### config.mk
export PLATFORM = sky130hd
export DESIGN_NAME = fslb_sequencer
export DESIGN_NICKNAME = d
export VERILOG_FILES = /design/src/logic/fslb_lock_bits.v /design/src/logic/fslb_op_timer.v /design/src/logic/fslb_sequencer.v
export VERILOG_INCLUDE_DIRS = /design/src /design/src/common
export SDC_FILE = /design/constraint.sdc
export NUM_CORES = 1
export LEC_CHECK = 0
export CORE_ASPECT_RATIO = 1.1
export CORE_UTILIZATION = 32
export DETAILED_ROUTE_END_ITERATION = 8
export DONT_BUFFER_PORTS = 1
export PLACE_DENSITY = 0.49
export SYNTH_ARGS = -nofsm -noshare
export SYNTH_HDL_FRONTEND = slang
export SYNTH_SLANG_ARGS = --single-unit
### constraint.sdc
create_clock -name I_REF_CLK -period 5.3 [get_ports I_REF_CLK]
set_clock_uncertainty 0.15 [all_clocks]
set_input_delay 0.265 -clock I_REF_CLK [delete_from_list [all_inputs] [get_ports I_REF_CLK]]
set_output_delay 0.265 -clock I_REF_CLK [all_outputs]
set_load 0.01 [all_outputs]
### src/common/fslb_defines.vh
// Constants for the flash command sequencer with lock and blank check
`ifndef FSLB_DEFINES_VH
`define FSLB_DEFINES_VH
`define FSLB_NUM_BLOCKS     8
`define FSLB_BLK_W          3
`define FSLB_ADDR_W         16
`define FSLB_BLK_LSB        12
`define FSLB_BLK_TOP_OFS    12'hFFE
`define FSLB_CMD_READ_ARRAY 8'hFF
`define FSLB_CMD_READ_STAT  8'h70
`define FSLB_CMD_CLR_STAT   8'h50
`define FSLB_CMD_PROGRAM    8'h41
`define FSLB_CMD_ERASE      8'h20
`define FSLB_CMD_LOCK_PROG  8'h77
`define FSLB_CMD_READ_LOCK  8'h71
`define FSLB_CMD_BLANK      8'h25
`define FSLB_CMD_CONFIRM    8'hD0
`define FSLB_ST_READY_BIT   7
`define FSLB_ST_ERASE_BIT   5
`define FSLB_ST_PROG_BIT    4
`define FSLB_LOCK_RESET     8'hFF
`define FSLB_OP_TIME_NS     40
`define FSLB_CLK_PERIOD_NS  4
`define FSLB_OP_CYCLES      (`FSLB_OP_TIME_NS / `FSLB_CLK_PERIOD_NS)
`define FSLB_OPC_W          3
`define FSLB_OP_PROGRAM     3'h1
`define FSLB_OP_ERASE       3'h2
`define FSLB_OP_LOCK_PROG   3'h3
`define FSLB_OP_READ_LOCK   3'h4
`define FSLB_OP_BLANK       3'h5
`endif

### src/logic/fslb_lock_bits.v
// Per-block lock bit store with lock-disable gating
`timescale 1ns/1ps
`include "fslb_defines.vh"
module fslb_lock_bits (
   input  wire                     i_clk,
   input  wire                     i_rst,
   input  wire                     i_lock_disable,
   input  wire                     i_clear_en,
   input  wire                     i_set_en,
   input  wire [`FSLB_BLK_W-1:0]   i_blk,
   output wire                     o_locked,
   output wire                     o_stored
);
   reg  [`FSLB_NUM_BLOCKS-1:0] lock_r;
   wire [`FSLB_NUM_BLOCKS-1:0] lock_init = `FSLB_LOCK_RESET;
   genvar g;
   // Reset stands in for nonvolatile content; a real array keeps it across power
   generate
      for (g = 0; g < `FSLB_NUM_BLOCKS; g = g + 1) begin : g_lock
         always @(posedge i_clk) begin
            if (i_rst) begin
               lock_r[g] <= lock_init[g];
            end else if (i_blk == g) begin
               if (i_clear_en) begin
                  lock_r[g] <= 1'b0;
               end else if (i_set_en) begin
                  lock_r[g] <= 1'b1;
               end
            end
         end
      end
   endgenerate
   assign o_stored = lock_r[i_blk];
   assign o_locked = ~lock_r[i_blk] & ~i_lock_disable;
endmodule

### src/logic/fslb_op_timer.v
// Countdown timer for the duration of an automatic operation
`timescale 1ns/1ps
`include "fslb_defines.vh"
module fslb_op_timer (
   input  wire i_clk,
   input  wire i_rst,
   input  wire i_start,
   output wire o_done
);
   localparam integer LOAD_I = `FSLB_OP_CYCLES;
   localparam [7:0]   LOAD   = LOAD_I[7:0];
   reg  [7:0] cnt_r;
   always @(posedge i_clk) begin
      if (i_rst) begin
         cnt_r <= 8'h00;
      end else if (i_start) begin
         cnt_r <= LOAD;
      end else if (cnt_r != 8'h00) begin
         cnt_r <= cnt_r - 8'h01;
      end
   end
   assign o_done = (cnt_r == 8'h01);
endmodule

### src/logic/fslb_sequencer.v
// Flash command sequencer: decode, status byte, lock protection, blank check
`timescale 1ns/1ps
`include "fslb_defines.vh"
module fslb_sequencer (
   input  wire                     I_REF_CLK,
   input  wire                     I_SYS_RST,
   input  wire                     i_wr,
   input  wire                     i_rd,
   input  wire [`FSLB_ADDR_W-1:0]  i_addr,
   input  wire [15:0]              i_wdata,
   input  wire                     i_erase_write_mode_a,
   input  wire                     i_lock_disable_bit,
   input  wire                     i_blank_result,
   input  wire                     i_verify_fail,
   input  wire [15:0]              i_array_rdata,
   output reg  [15:0]              o_rdata,
   output wire                     o_seq_ready_flag,
   output wire                     o_erase_error_flag,
   output wire                     o_program_error_flag,
   output wire [7:0]               o_flash_status_byte,
   output wire                     o_lock_status,
   output wire                     o_op_start,
   output wire [`FSLB_OPC_W-1:0]   o_op_code,
   output wire [`FSLB_BLK_W-1:0]   o_op_block
);
   localparam [1:0] S_IDLE   = 2'h0;
   localparam [1:0] S_SECOND = 2'h1;
   localparam [1:0] S_PROG2  = 2'h2;
   localparam [1:0] S_BUSY   = 2'h3;

   reg  [1:0]              state_r;
   reg  [1:0]              state_nxt;
   reg  [7:0]              first_r;
   reg  [`FSLB_BLK_W-1:0]  blk_r;
   reg  [`FSLB_OPC_W-1:0]  op_r;
   reg  [`FSLB_OPC_W-1:0]  op_nxt;
   reg                     ready_r;
   reg                     erase_err_r;
   reg                     prog_err_r;
   reg                     stat_mode_r;
   reg                     lock_stat_r;
   reg                     start_r;
   reg                     start_nxt;
   reg                     set_ee;
   reg                     set_pe;
   reg                     clr_err;
   reg                     to_stat;
   reg                     to_array;
   reg                     fail_now;
   reg  [`FSLB_OPC_W-1:0]  first_op;
   reg  [7:0]              stat_byte;

   // Only the low byte carries a command; the upper byte is don't-care
   wire [7:0]              code   = i_wdata[7:0];
   wire                    even   = ~i_addr[0];
   wire                    wr_ok  = i_wr & even;
   wire                    errors = erase_err_r | prog_err_r;
   wire [`FSLB_BLK_W-1:0]  a_blk  = i_addr[`FSLB_BLK_LSB+`FSLB_BLK_W-1:`FSLB_BLK_LSB];
   wire                    at_top = (i_addr[`FSLB_BLK_LSB-1:0] == `FSLB_BLK_TOP_OFS);
   wire                    op_done;
   wire                    blk_locked;
   wire                    blk_stored;
   // Lock lookup follows the frozen target while an operation runs
   wire [`FSLB_BLK_W-1:0]  lk_blk = (state_r == S_BUSY) ? blk_r : a_blk;
   wire                    lock_clr = op_done & (op_r == `FSLB_OP_LOCK_PROG) & ~fail_now;
   wire                    lock_set = op_done & (op_r == `FSLB_OP_ERASE) & ~fail_now;
   wire                    blank_fail = ~blk_stored | ~i_blank_result;

   fslb_lock_bits u_fslb_lock_bits (
      .i_clk          (I_REF_CLK),
      .i_rst          (I_SYS_RST),
      .i_lock_disable (i_lock_disable_bit),
      .i_clear_en     (lock_clr),
      .i_set_en       (lock_set),
      .i_blk          (lk_blk),
      .o_locked       (blk_locked),
      .o_stored       (blk_stored)
   );

   // Timer loads on the launching edge so done meets the ready update
   fslb_op_timer u_fslb_op_timer (
      .i_clk   (I_REF_CLK),
      .i_rst   (I_SYS_RST),
      .i_start (start_nxt),
      .o_done  (op_done)
   );

   // Failure of the finishing lock-program or erase operation, taken from i_verify_fail
   always @* begin
      fail_now = 1'b0;
      case (op_r)
         `FSLB_OP_LOCK_PROG: fail_now = i_verify_fail;
         `FSLB_OP_ERASE:     fail_now = i_verify_fail;
         default:            fail_now = 1'b0;
      endcase
   end

   // Operation that a confirmed second cycle launches
   always @* begin
      case (first_r)
         `FSLB_CMD_ERASE:     first_op = `FSLB_OP_ERASE;
         `FSLB_CMD_LOCK_PROG: first_op = `FSLB_OP_LOCK_PROG;
         `FSLB_CMD_READ_LOCK: first_op = `FSLB_OP_READ_LOCK;
         default:             first_op = `FSLB_OP_BLANK;
      endcase
   end

   always @* begin
      state_nxt = state_r;
      op_nxt    = op_r;
      start_nxt = 1'b0;
      set_ee    = 1'b0;
      set_pe    = 1'b0;
      clr_err   = 1'b0;
      to_stat   = 1'b0;
      to_array  = 1'b0;
      case (state_r)
         S_IDLE: begin
            // Guarded first cycles are dropped silently while an error is latched
            if (wr_ok) begin
               case (code)
                  `FSLB_CMD_READ_ARRAY: to_array = 1'b1;
                  `FSLB_CMD_READ_STAT:  to_stat = 1'b1;
                  `FSLB_CMD_CLR_STAT:   clr_err = 1'b1;
                  `FSLB_CMD_PROGRAM: begin
                     if (!errors) begin
                        state_nxt = S_PROG2;
                     end
                  end
                  `FSLB_CMD_ERASE, `FSLB_CMD_LOCK_PROG,
                  `FSLB_CMD_READ_LOCK, `FSLB_CMD_BLANK: begin
                     if (!errors) begin
                        state_nxt = S_SECOND;
                     end
                  end
                  default: begin
                     set_ee = 1'b1;
                     set_pe = 1'b1;
                  end
               endcase
            end
         end
         S_SECOND: begin
            if (wr_ok) begin
               state_nxt = S_IDLE;
               if (code == `FSLB_CMD_READ_ARRAY) begin
                  to_array = 1'b1;
               end else if (code != `FSLB_CMD_CONFIRM || !at_top) begin
                  set_ee = 1'b1;
                  set_pe = 1'b1;
               end else begin
                  op_nxt = first_op;
                  // Locked erase targets fail at once unless lock disable is set
                  if (blk_locked && first_r == `FSLB_CMD_ERASE) begin
                     set_ee = 1'b1;
                  end else begin
                     state_nxt = S_BUSY;
                     start_nxt = 1'b1;
                  end
                  if (first_r != `FSLB_CMD_READ_LOCK) begin
                     to_stat = 1'b1;
                  end
               end
            end
         end
         S_PROG2: begin
            // Lock is checked on the block named by the data write
            if (wr_ok) begin
               op_nxt  = `FSLB_OP_PROGRAM;
               to_stat = 1'b1;
               if (blk_locked) begin
                  state_nxt = S_IDLE;
                  set_pe    = 1'b1;
               end else begin
                  state_nxt = S_BUSY;
                  start_nxt = 1'b1;
               end
            end
         end
         S_BUSY: begin
            // Writes here are dropped so the running operation stays intact
            if (op_done) begin
               state_nxt = S_IDLE;
               case (op_r)
                  `FSLB_OP_BLANK: begin
                     // Raw stored bit: locked block is never reported blank
                     if (blank_fail) begin
                        set_ee = 1'b1;
                     end
                  end
                  `FSLB_OP_ERASE:     set_ee = i_verify_fail;
                  `FSLB_OP_PROGRAM:   set_pe = i_verify_fail;
                  `FSLB_OP_LOCK_PROG: set_pe = i_verify_fail;
                  default:            set_ee = 1'b0;
               endcase
            end
         end
         default: state_nxt = S_IDLE;
      endcase
   end

   always @(posedge I_REF_CLK) begin
      if (I_SYS_RST) begin
         state_r     <= S_IDLE;
         first_r     <= 8'h00;
         blk_r       <= {`FSLB_BLK_W{1'b0}};
         op_r        <= {`FSLB_OPC_W{1'b0}};
         ready_r     <= 1'b1;
         erase_err_r <= 1'b0;
         prog_err_r  <= 1'b0;
         stat_mode_r <= 1'b0;
         lock_stat_r <= 1'b0;
         start_r     <= 1'b0;
      end else begin
         state_r <= state_nxt;
         op_r    <= op_nxt;
         start_r <= start_nxt;
         // First cycle code is kept for the second cycle decode
         if (state_r == S_IDLE && wr_ok) begin
            first_r <= code;
         end
         // Target block is frozen for the whole operation
         if (state_r != S_BUSY && wr_ok) begin
            blk_r <= a_blk;
         end
         ready_r <= (state_nxt != S_BUSY);
         // Set wins over clear so a finishing error is never lost
         if (set_ee) begin
            erase_err_r <= 1'b1;
         end else if (clr_err) begin
            erase_err_r <= 1'b0;
         end
         if (set_pe) begin
            prog_err_r <= 1'b1;
         end else if (clr_err) begin
            prog_err_r <= 1'b0;
         end
         // Status mode outlives completion so polling needs no new command
         if (to_array) begin
            stat_mode_r <= 1'b0;
         end else if (to_stat) begin
            stat_mode_r <= 1'b1;
         end
         if (op_done && op_r == `FSLB_OP_READ_LOCK) begin
            lock_stat_r <= blk_stored;
         end
      end
   end

   // Reserved positions read as zero
   always @* begin
      stat_byte                     = 8'h00;
      stat_byte[`FSLB_ST_READY_BIT] = ready_r;
      stat_byte[`FSLB_ST_ERASE_BIT] = erase_err_r;
      stat_byte[`FSLB_ST_PROG_BIT]  = prog_err_r;
   end
   assign o_flash_status_byte = stat_byte;

   // Read data registered; status appears on even reads in status mode while in mode 0
   always @(posedge I_REF_CLK) begin
      if (I_SYS_RST) begin
         o_rdata <= 16'h0000;
      end else if (i_rd) begin
         if (i_erase_write_mode_a && stat_mode_r && even) begin
            o_rdata <= {8'h00, o_flash_status_byte};
         end else begin
            o_rdata <= i_array_rdata;
         end
      end
   end

   assign o_seq_ready_flag     = ready_r;
   assign o_erase_error_flag   = erase_err_r;
   assign o_program_error_flag = prog_err_r;
   assign o_lock_status        = lock_stat_r;
   assign o_op_start           = start_r;
   assign o_op_code            = op_r;
   assign o_op_block           = blk_r;
endmodule

==> out/results.txt <==
In the layout the commonest cells are 54 x sky130_fd_sc_hd__dfxtp_1, 33 x sky130_fd_sc_hd__a21oi_1, 29 x sky130_fd_sc_hd__nor2_1. The startpoint identified for the worst register-to-register timing path is state_r[0]. The tools report the sort of element at the end of the critical path as a flop.

Counting distinct cell types in the post-synthesis netlist gives 66. Once detailed placement completed, the half-perimeter wirelength came to 5360 um. In the synthesized netlist the dominant register cell turns out to be sky130_fd_sc_hd__dfxtp_1. In the final timing run, aggregate negative setup slack is 0 ns. For the part of the power in the clock network, the log shows 31.7%.

Combinational logic is responsible for 22.9% of the overall power. Dividing the detail-routed wire length by the instance count gives 15.5 um. The pre-antenna-repair detailed-routing pass consisted of 5 iterations.

After synthesis, the mean cell area works out to 8.20 um^2. The worst setup path is launched from a flop. The final critical delay including setup and external delays is 2.75 ns.

The worst-case IR drop observed on VDD is 0.000102 V. The number of H-tree branching levels was 2; the clock latency at the later pin of the worst-skew pair was 0.30 ns. The fraction of final layout cells with drive strength greater than 1 is 7.94%. Yosys printed 0 warnings.

For this run, asynchronously set or reset flops after synthesis account for 0%. After synthesis, the share of cell area in mux cells is 3.87%. Per report_power, the sequential group accounts for 45.3% of the total. The floorplan die height was 104 um.

For this run, the post-layout net count is 439. Synthesis inferred 54 register bits. The most common cell after layout, fill and taps aside is sky130_fd_sc_hd__dfxtp_1. The required time of the worst setup path came out at 5.35 ns. The clock-pin slew reported for the worst setup and hold paths after clock tree synthesis is 0.10 ns, and the share of the yosys chip area belonging to registers is 35.5%.

The cell count after placement is 458. Global routing finished with a remaining overflow of 0. The initial antenna violation count came out at 0. The most critical setup path has its startpoint at state_r[0]. The total area inside the core boundary comes to 9050 um^2. The simple-gate portion of the synthesized area was 29.5%; the number of nets still failing antenna checks after routing was 0.

The run gives 7620 um as the routed wire length. Across all layers, the routed design uses 2713 vias. The synthesized netlist occupies a cell area of 3040 um^2.

The number of global-route vias before repair came out at 2407. The number of inserted filler cells in the final layout was 924. X dimension of the die: 95.0 um.

Quantity of I/O buffers inserted on ports: 0. Walking the worst path, the cells encountered are ha_1 > mux2_2 > or4_1 > nand2b_4 > a211o_1. The tools report the critical path endpoint as u_fslb_lock_bits.lock_r[3]. The run finished with clean final reports.

The maximum number of pins on one net before global-route repair is 40. The path type of the worst min-delay path is in2reg. The endpoint identified for the worst register-to-register timing path is u_fslb_lock_bits.lock_r[3]. The number of design-rule violations left by the first detailed-router iteration is 200.

Largest family of logic cells by synthesized area: simple AND/OR/NAND/NOR gates. The weighted congestion reported at the end of routability-driven placement was 0.782. The number of placement rows is 36, and the post-place setup slack is 2.57 ns. On the worst path, the slowest cell contributes a delay of 0.59 ns. Setup slack on the worst reg-to-reg path comes out at 2.55 ns.

Derived from the worst setup path, the maximum achievable clock frequency is 0.364 GHz. Setup repair after global routing left no endpoint under its margin. The buffer levels on the longest clock path came out at 2. The tools report the buffer type at the clock tree root as sky130_fd_sc_hd__clkbuf_8. The run gives 0.00122 uW as the standby leakage power. Pin placement for this block handled 91 I/O pins. Once the floorplan was initialized, standard cells occupied 33.6% of the core. The synthesized design contains 0 enable-type register cells.

The count of antenna diodes in the layout came out at 0. The cell count after synthesis came out at 371. For the number of buffers created by CTS, the log shows 5. Of the total synthesized cell area, the portion taken by XOR and XNOR cells is 1.15%. The analysis attributes to net switching a power of 303 uW. The combined global-route utilization of all metal layers was 15.2%. Using the TritonRoute via totals, the vias-per-cell ratio works out to 5.51.

The compound-gate portion of the synthesized area came out at 19.9%. The full die area is 9900 um^2, and the normalized max-slew margin is 44.2%. Measured in cells, the most critical reg-to-reg path has a length of 5. The arrival time of the worst setup path is 2.80 ns.

TritonCTS built the clock tree. The internal power of the cells totals 757 uW. The tool flagged a number of max-cap violations equal to 0. Setup slack closes at 2.55 ns.

The final clock period utilization by the worst path was 51.9%. Among all stages on the critical path, the largest delay is contributed by sky130_fd_sc_hd__or4_1. The finished layout holds 492 standard cells, fillers aside.

Switching share of power: 28.6%. CTS saw 54 sinks. Buffers added to address setup during post-CTS repair amount to 0.

The synthesized netlist devotes 2.47% of its cell area to adder and majority cells. Actual transition at the worst max-transition pin: 0.834 ns. Area growth from synthesis to final layout: 13.1%. The final number of max-transition violations was 0. The final setup violation count was 0. Total power density per cell area: 308 nW/um^2. Of all nets on the critical path, the largest fanout is 18. The setup path with the least slack is of type reg2reg. The first global-routing pass estimated 12000 um of wire.

Cells fill 38.0% of the core in the end. The final hold violation count is 0, and the DRC violation count after routing is 0.
## cell usage after synthesis (all sizes together) (10+ instances only)
master	number	area [um^2]
nand3	29	158
nand4	10	62.6
clkbuf	20	95.1
buf	12	85.1
dfxtp	54	1080
a21oi	33	165
inv	13	48.8
nor3	11	55.1
nand2	21	78.8
nand2b	17	114
nor2	29	109
o21ai	15	75.1
## what timing repair did
item / in CTS / in global routing
gates resized for setup: 0 / 0
endpoints found under the hold margin: 38 / 0
setup endpoints to repair: 0 / 0
hold buffers: 26 / 0
## per-stage QoR
step | instance area [um^2] | hold WS, ns | power (uW)
after floorplan | 3060 | 0.251 | 685
final | 3440 | 0.0504 | 1060
after global routing | 3440 | 0.0359 | 1130
after global placement | 3030 | 0.188 | 706
after CTS | 3440 | 0.0435 | 1070
after detailed placement | 3030 | 0.191 | 707
## cell families after synthesis
| logic type | Yosys count |
|---|---|
| xor gates and xnor gates | 4 |
| and+or+nand+nor | 158 |
| AOI/OAI and AO/OA | 93 |
| muxes | 10 |
| adders and majority gates | 6 |
| other | 1 |
| buffers and inverters | 45 |
| DFF | 54 |
## area by class of cell
cell class | instances | area [um^2] | share of cell area, %
multi-input cells | 276 | 1750 | 50.8
flip-flops and latches | 54 | 1080 | 31.4
repair buffers | 27 | 278 | 8.07
well taps | 114 | 143 | 4.15
clock buffers | 6 | 82.6 | 2.40
clock inverters | 2 | 60.1 | 1.75
inverters | 13 | 48.8 | 1.42
## per-layer routing
| layer | routed length, um | global-route usage [%] | part of all wire [%] |
|---|---|---|---|
| met5 | 0 | 0 | 0 |
| met3 | 459 | 4.02 | 6.0 |
| met2 | 3510 | 24.6 | 46 |
| met4 | 47 | 3.35 | 0.62 |
| met1 | 3600 | 20.0 | 47 |
## state kept, by name, indices dropped and copies added, names as in the netlist
| register | flops |
|---|---|
| first_r | 8 |
| o_erase_error_flag | 1 |
| o_lock_status | 1 |
| o_op_block | 3 |
| o_op_code | 3 |
| o_op_start | 1 |
| o_program_error_flag | 1 |
| o_rdata | 16 |
| o_seq_ready_flag | 1 |
| stat_mode_r | 1 |
| state_r | 2 |
| u_fslb_lock_bits.lock_r | 8 |
| u_fslb_op_timer.cnt_r | 8 |
## worst min-delay path by stage
stage	startpoint	to	slack (ns)	cells after the start
after floorplan	i_addr[14]	o_op_block[2]	0.25	2
after global placement	I_SYS_RST	o_rdata[2]	0.19	1
after detailed placement	I_SYS_RST	o_rdata[2]	0.19	1
after CTS	i_array_rdata[5]	o_rdata[5]	0.04	2
after global routing	i_array_rdata[7]	o_rdata[7]	0.04	2
final	i_array_rdata[7]	o_rdata[7]	0.05	2
## worst max-delay path, delay by kind of cell, from the launching register on
kind / cells / cell delay (ns)
AO/OA/AOI/OAI: 1 / 0.28
adder cells (fa/ha/maj): 1 / 0.57
AND/OR/NAND/NOR: 2 / 0.78
flip-flops: 1 / 0.44
multiplexers: 1 / 0.43
## power groups by stage
stage	registers, uW	logic [uW]	clock network [uW]
detailed placement	490	218	0
floorplan	481	204	0
finish	480	243	336
global route	486	278	365
CTS	480	244	350
global placement	489	217	0
Note: power is estimated with default switching activity, not from simulation.
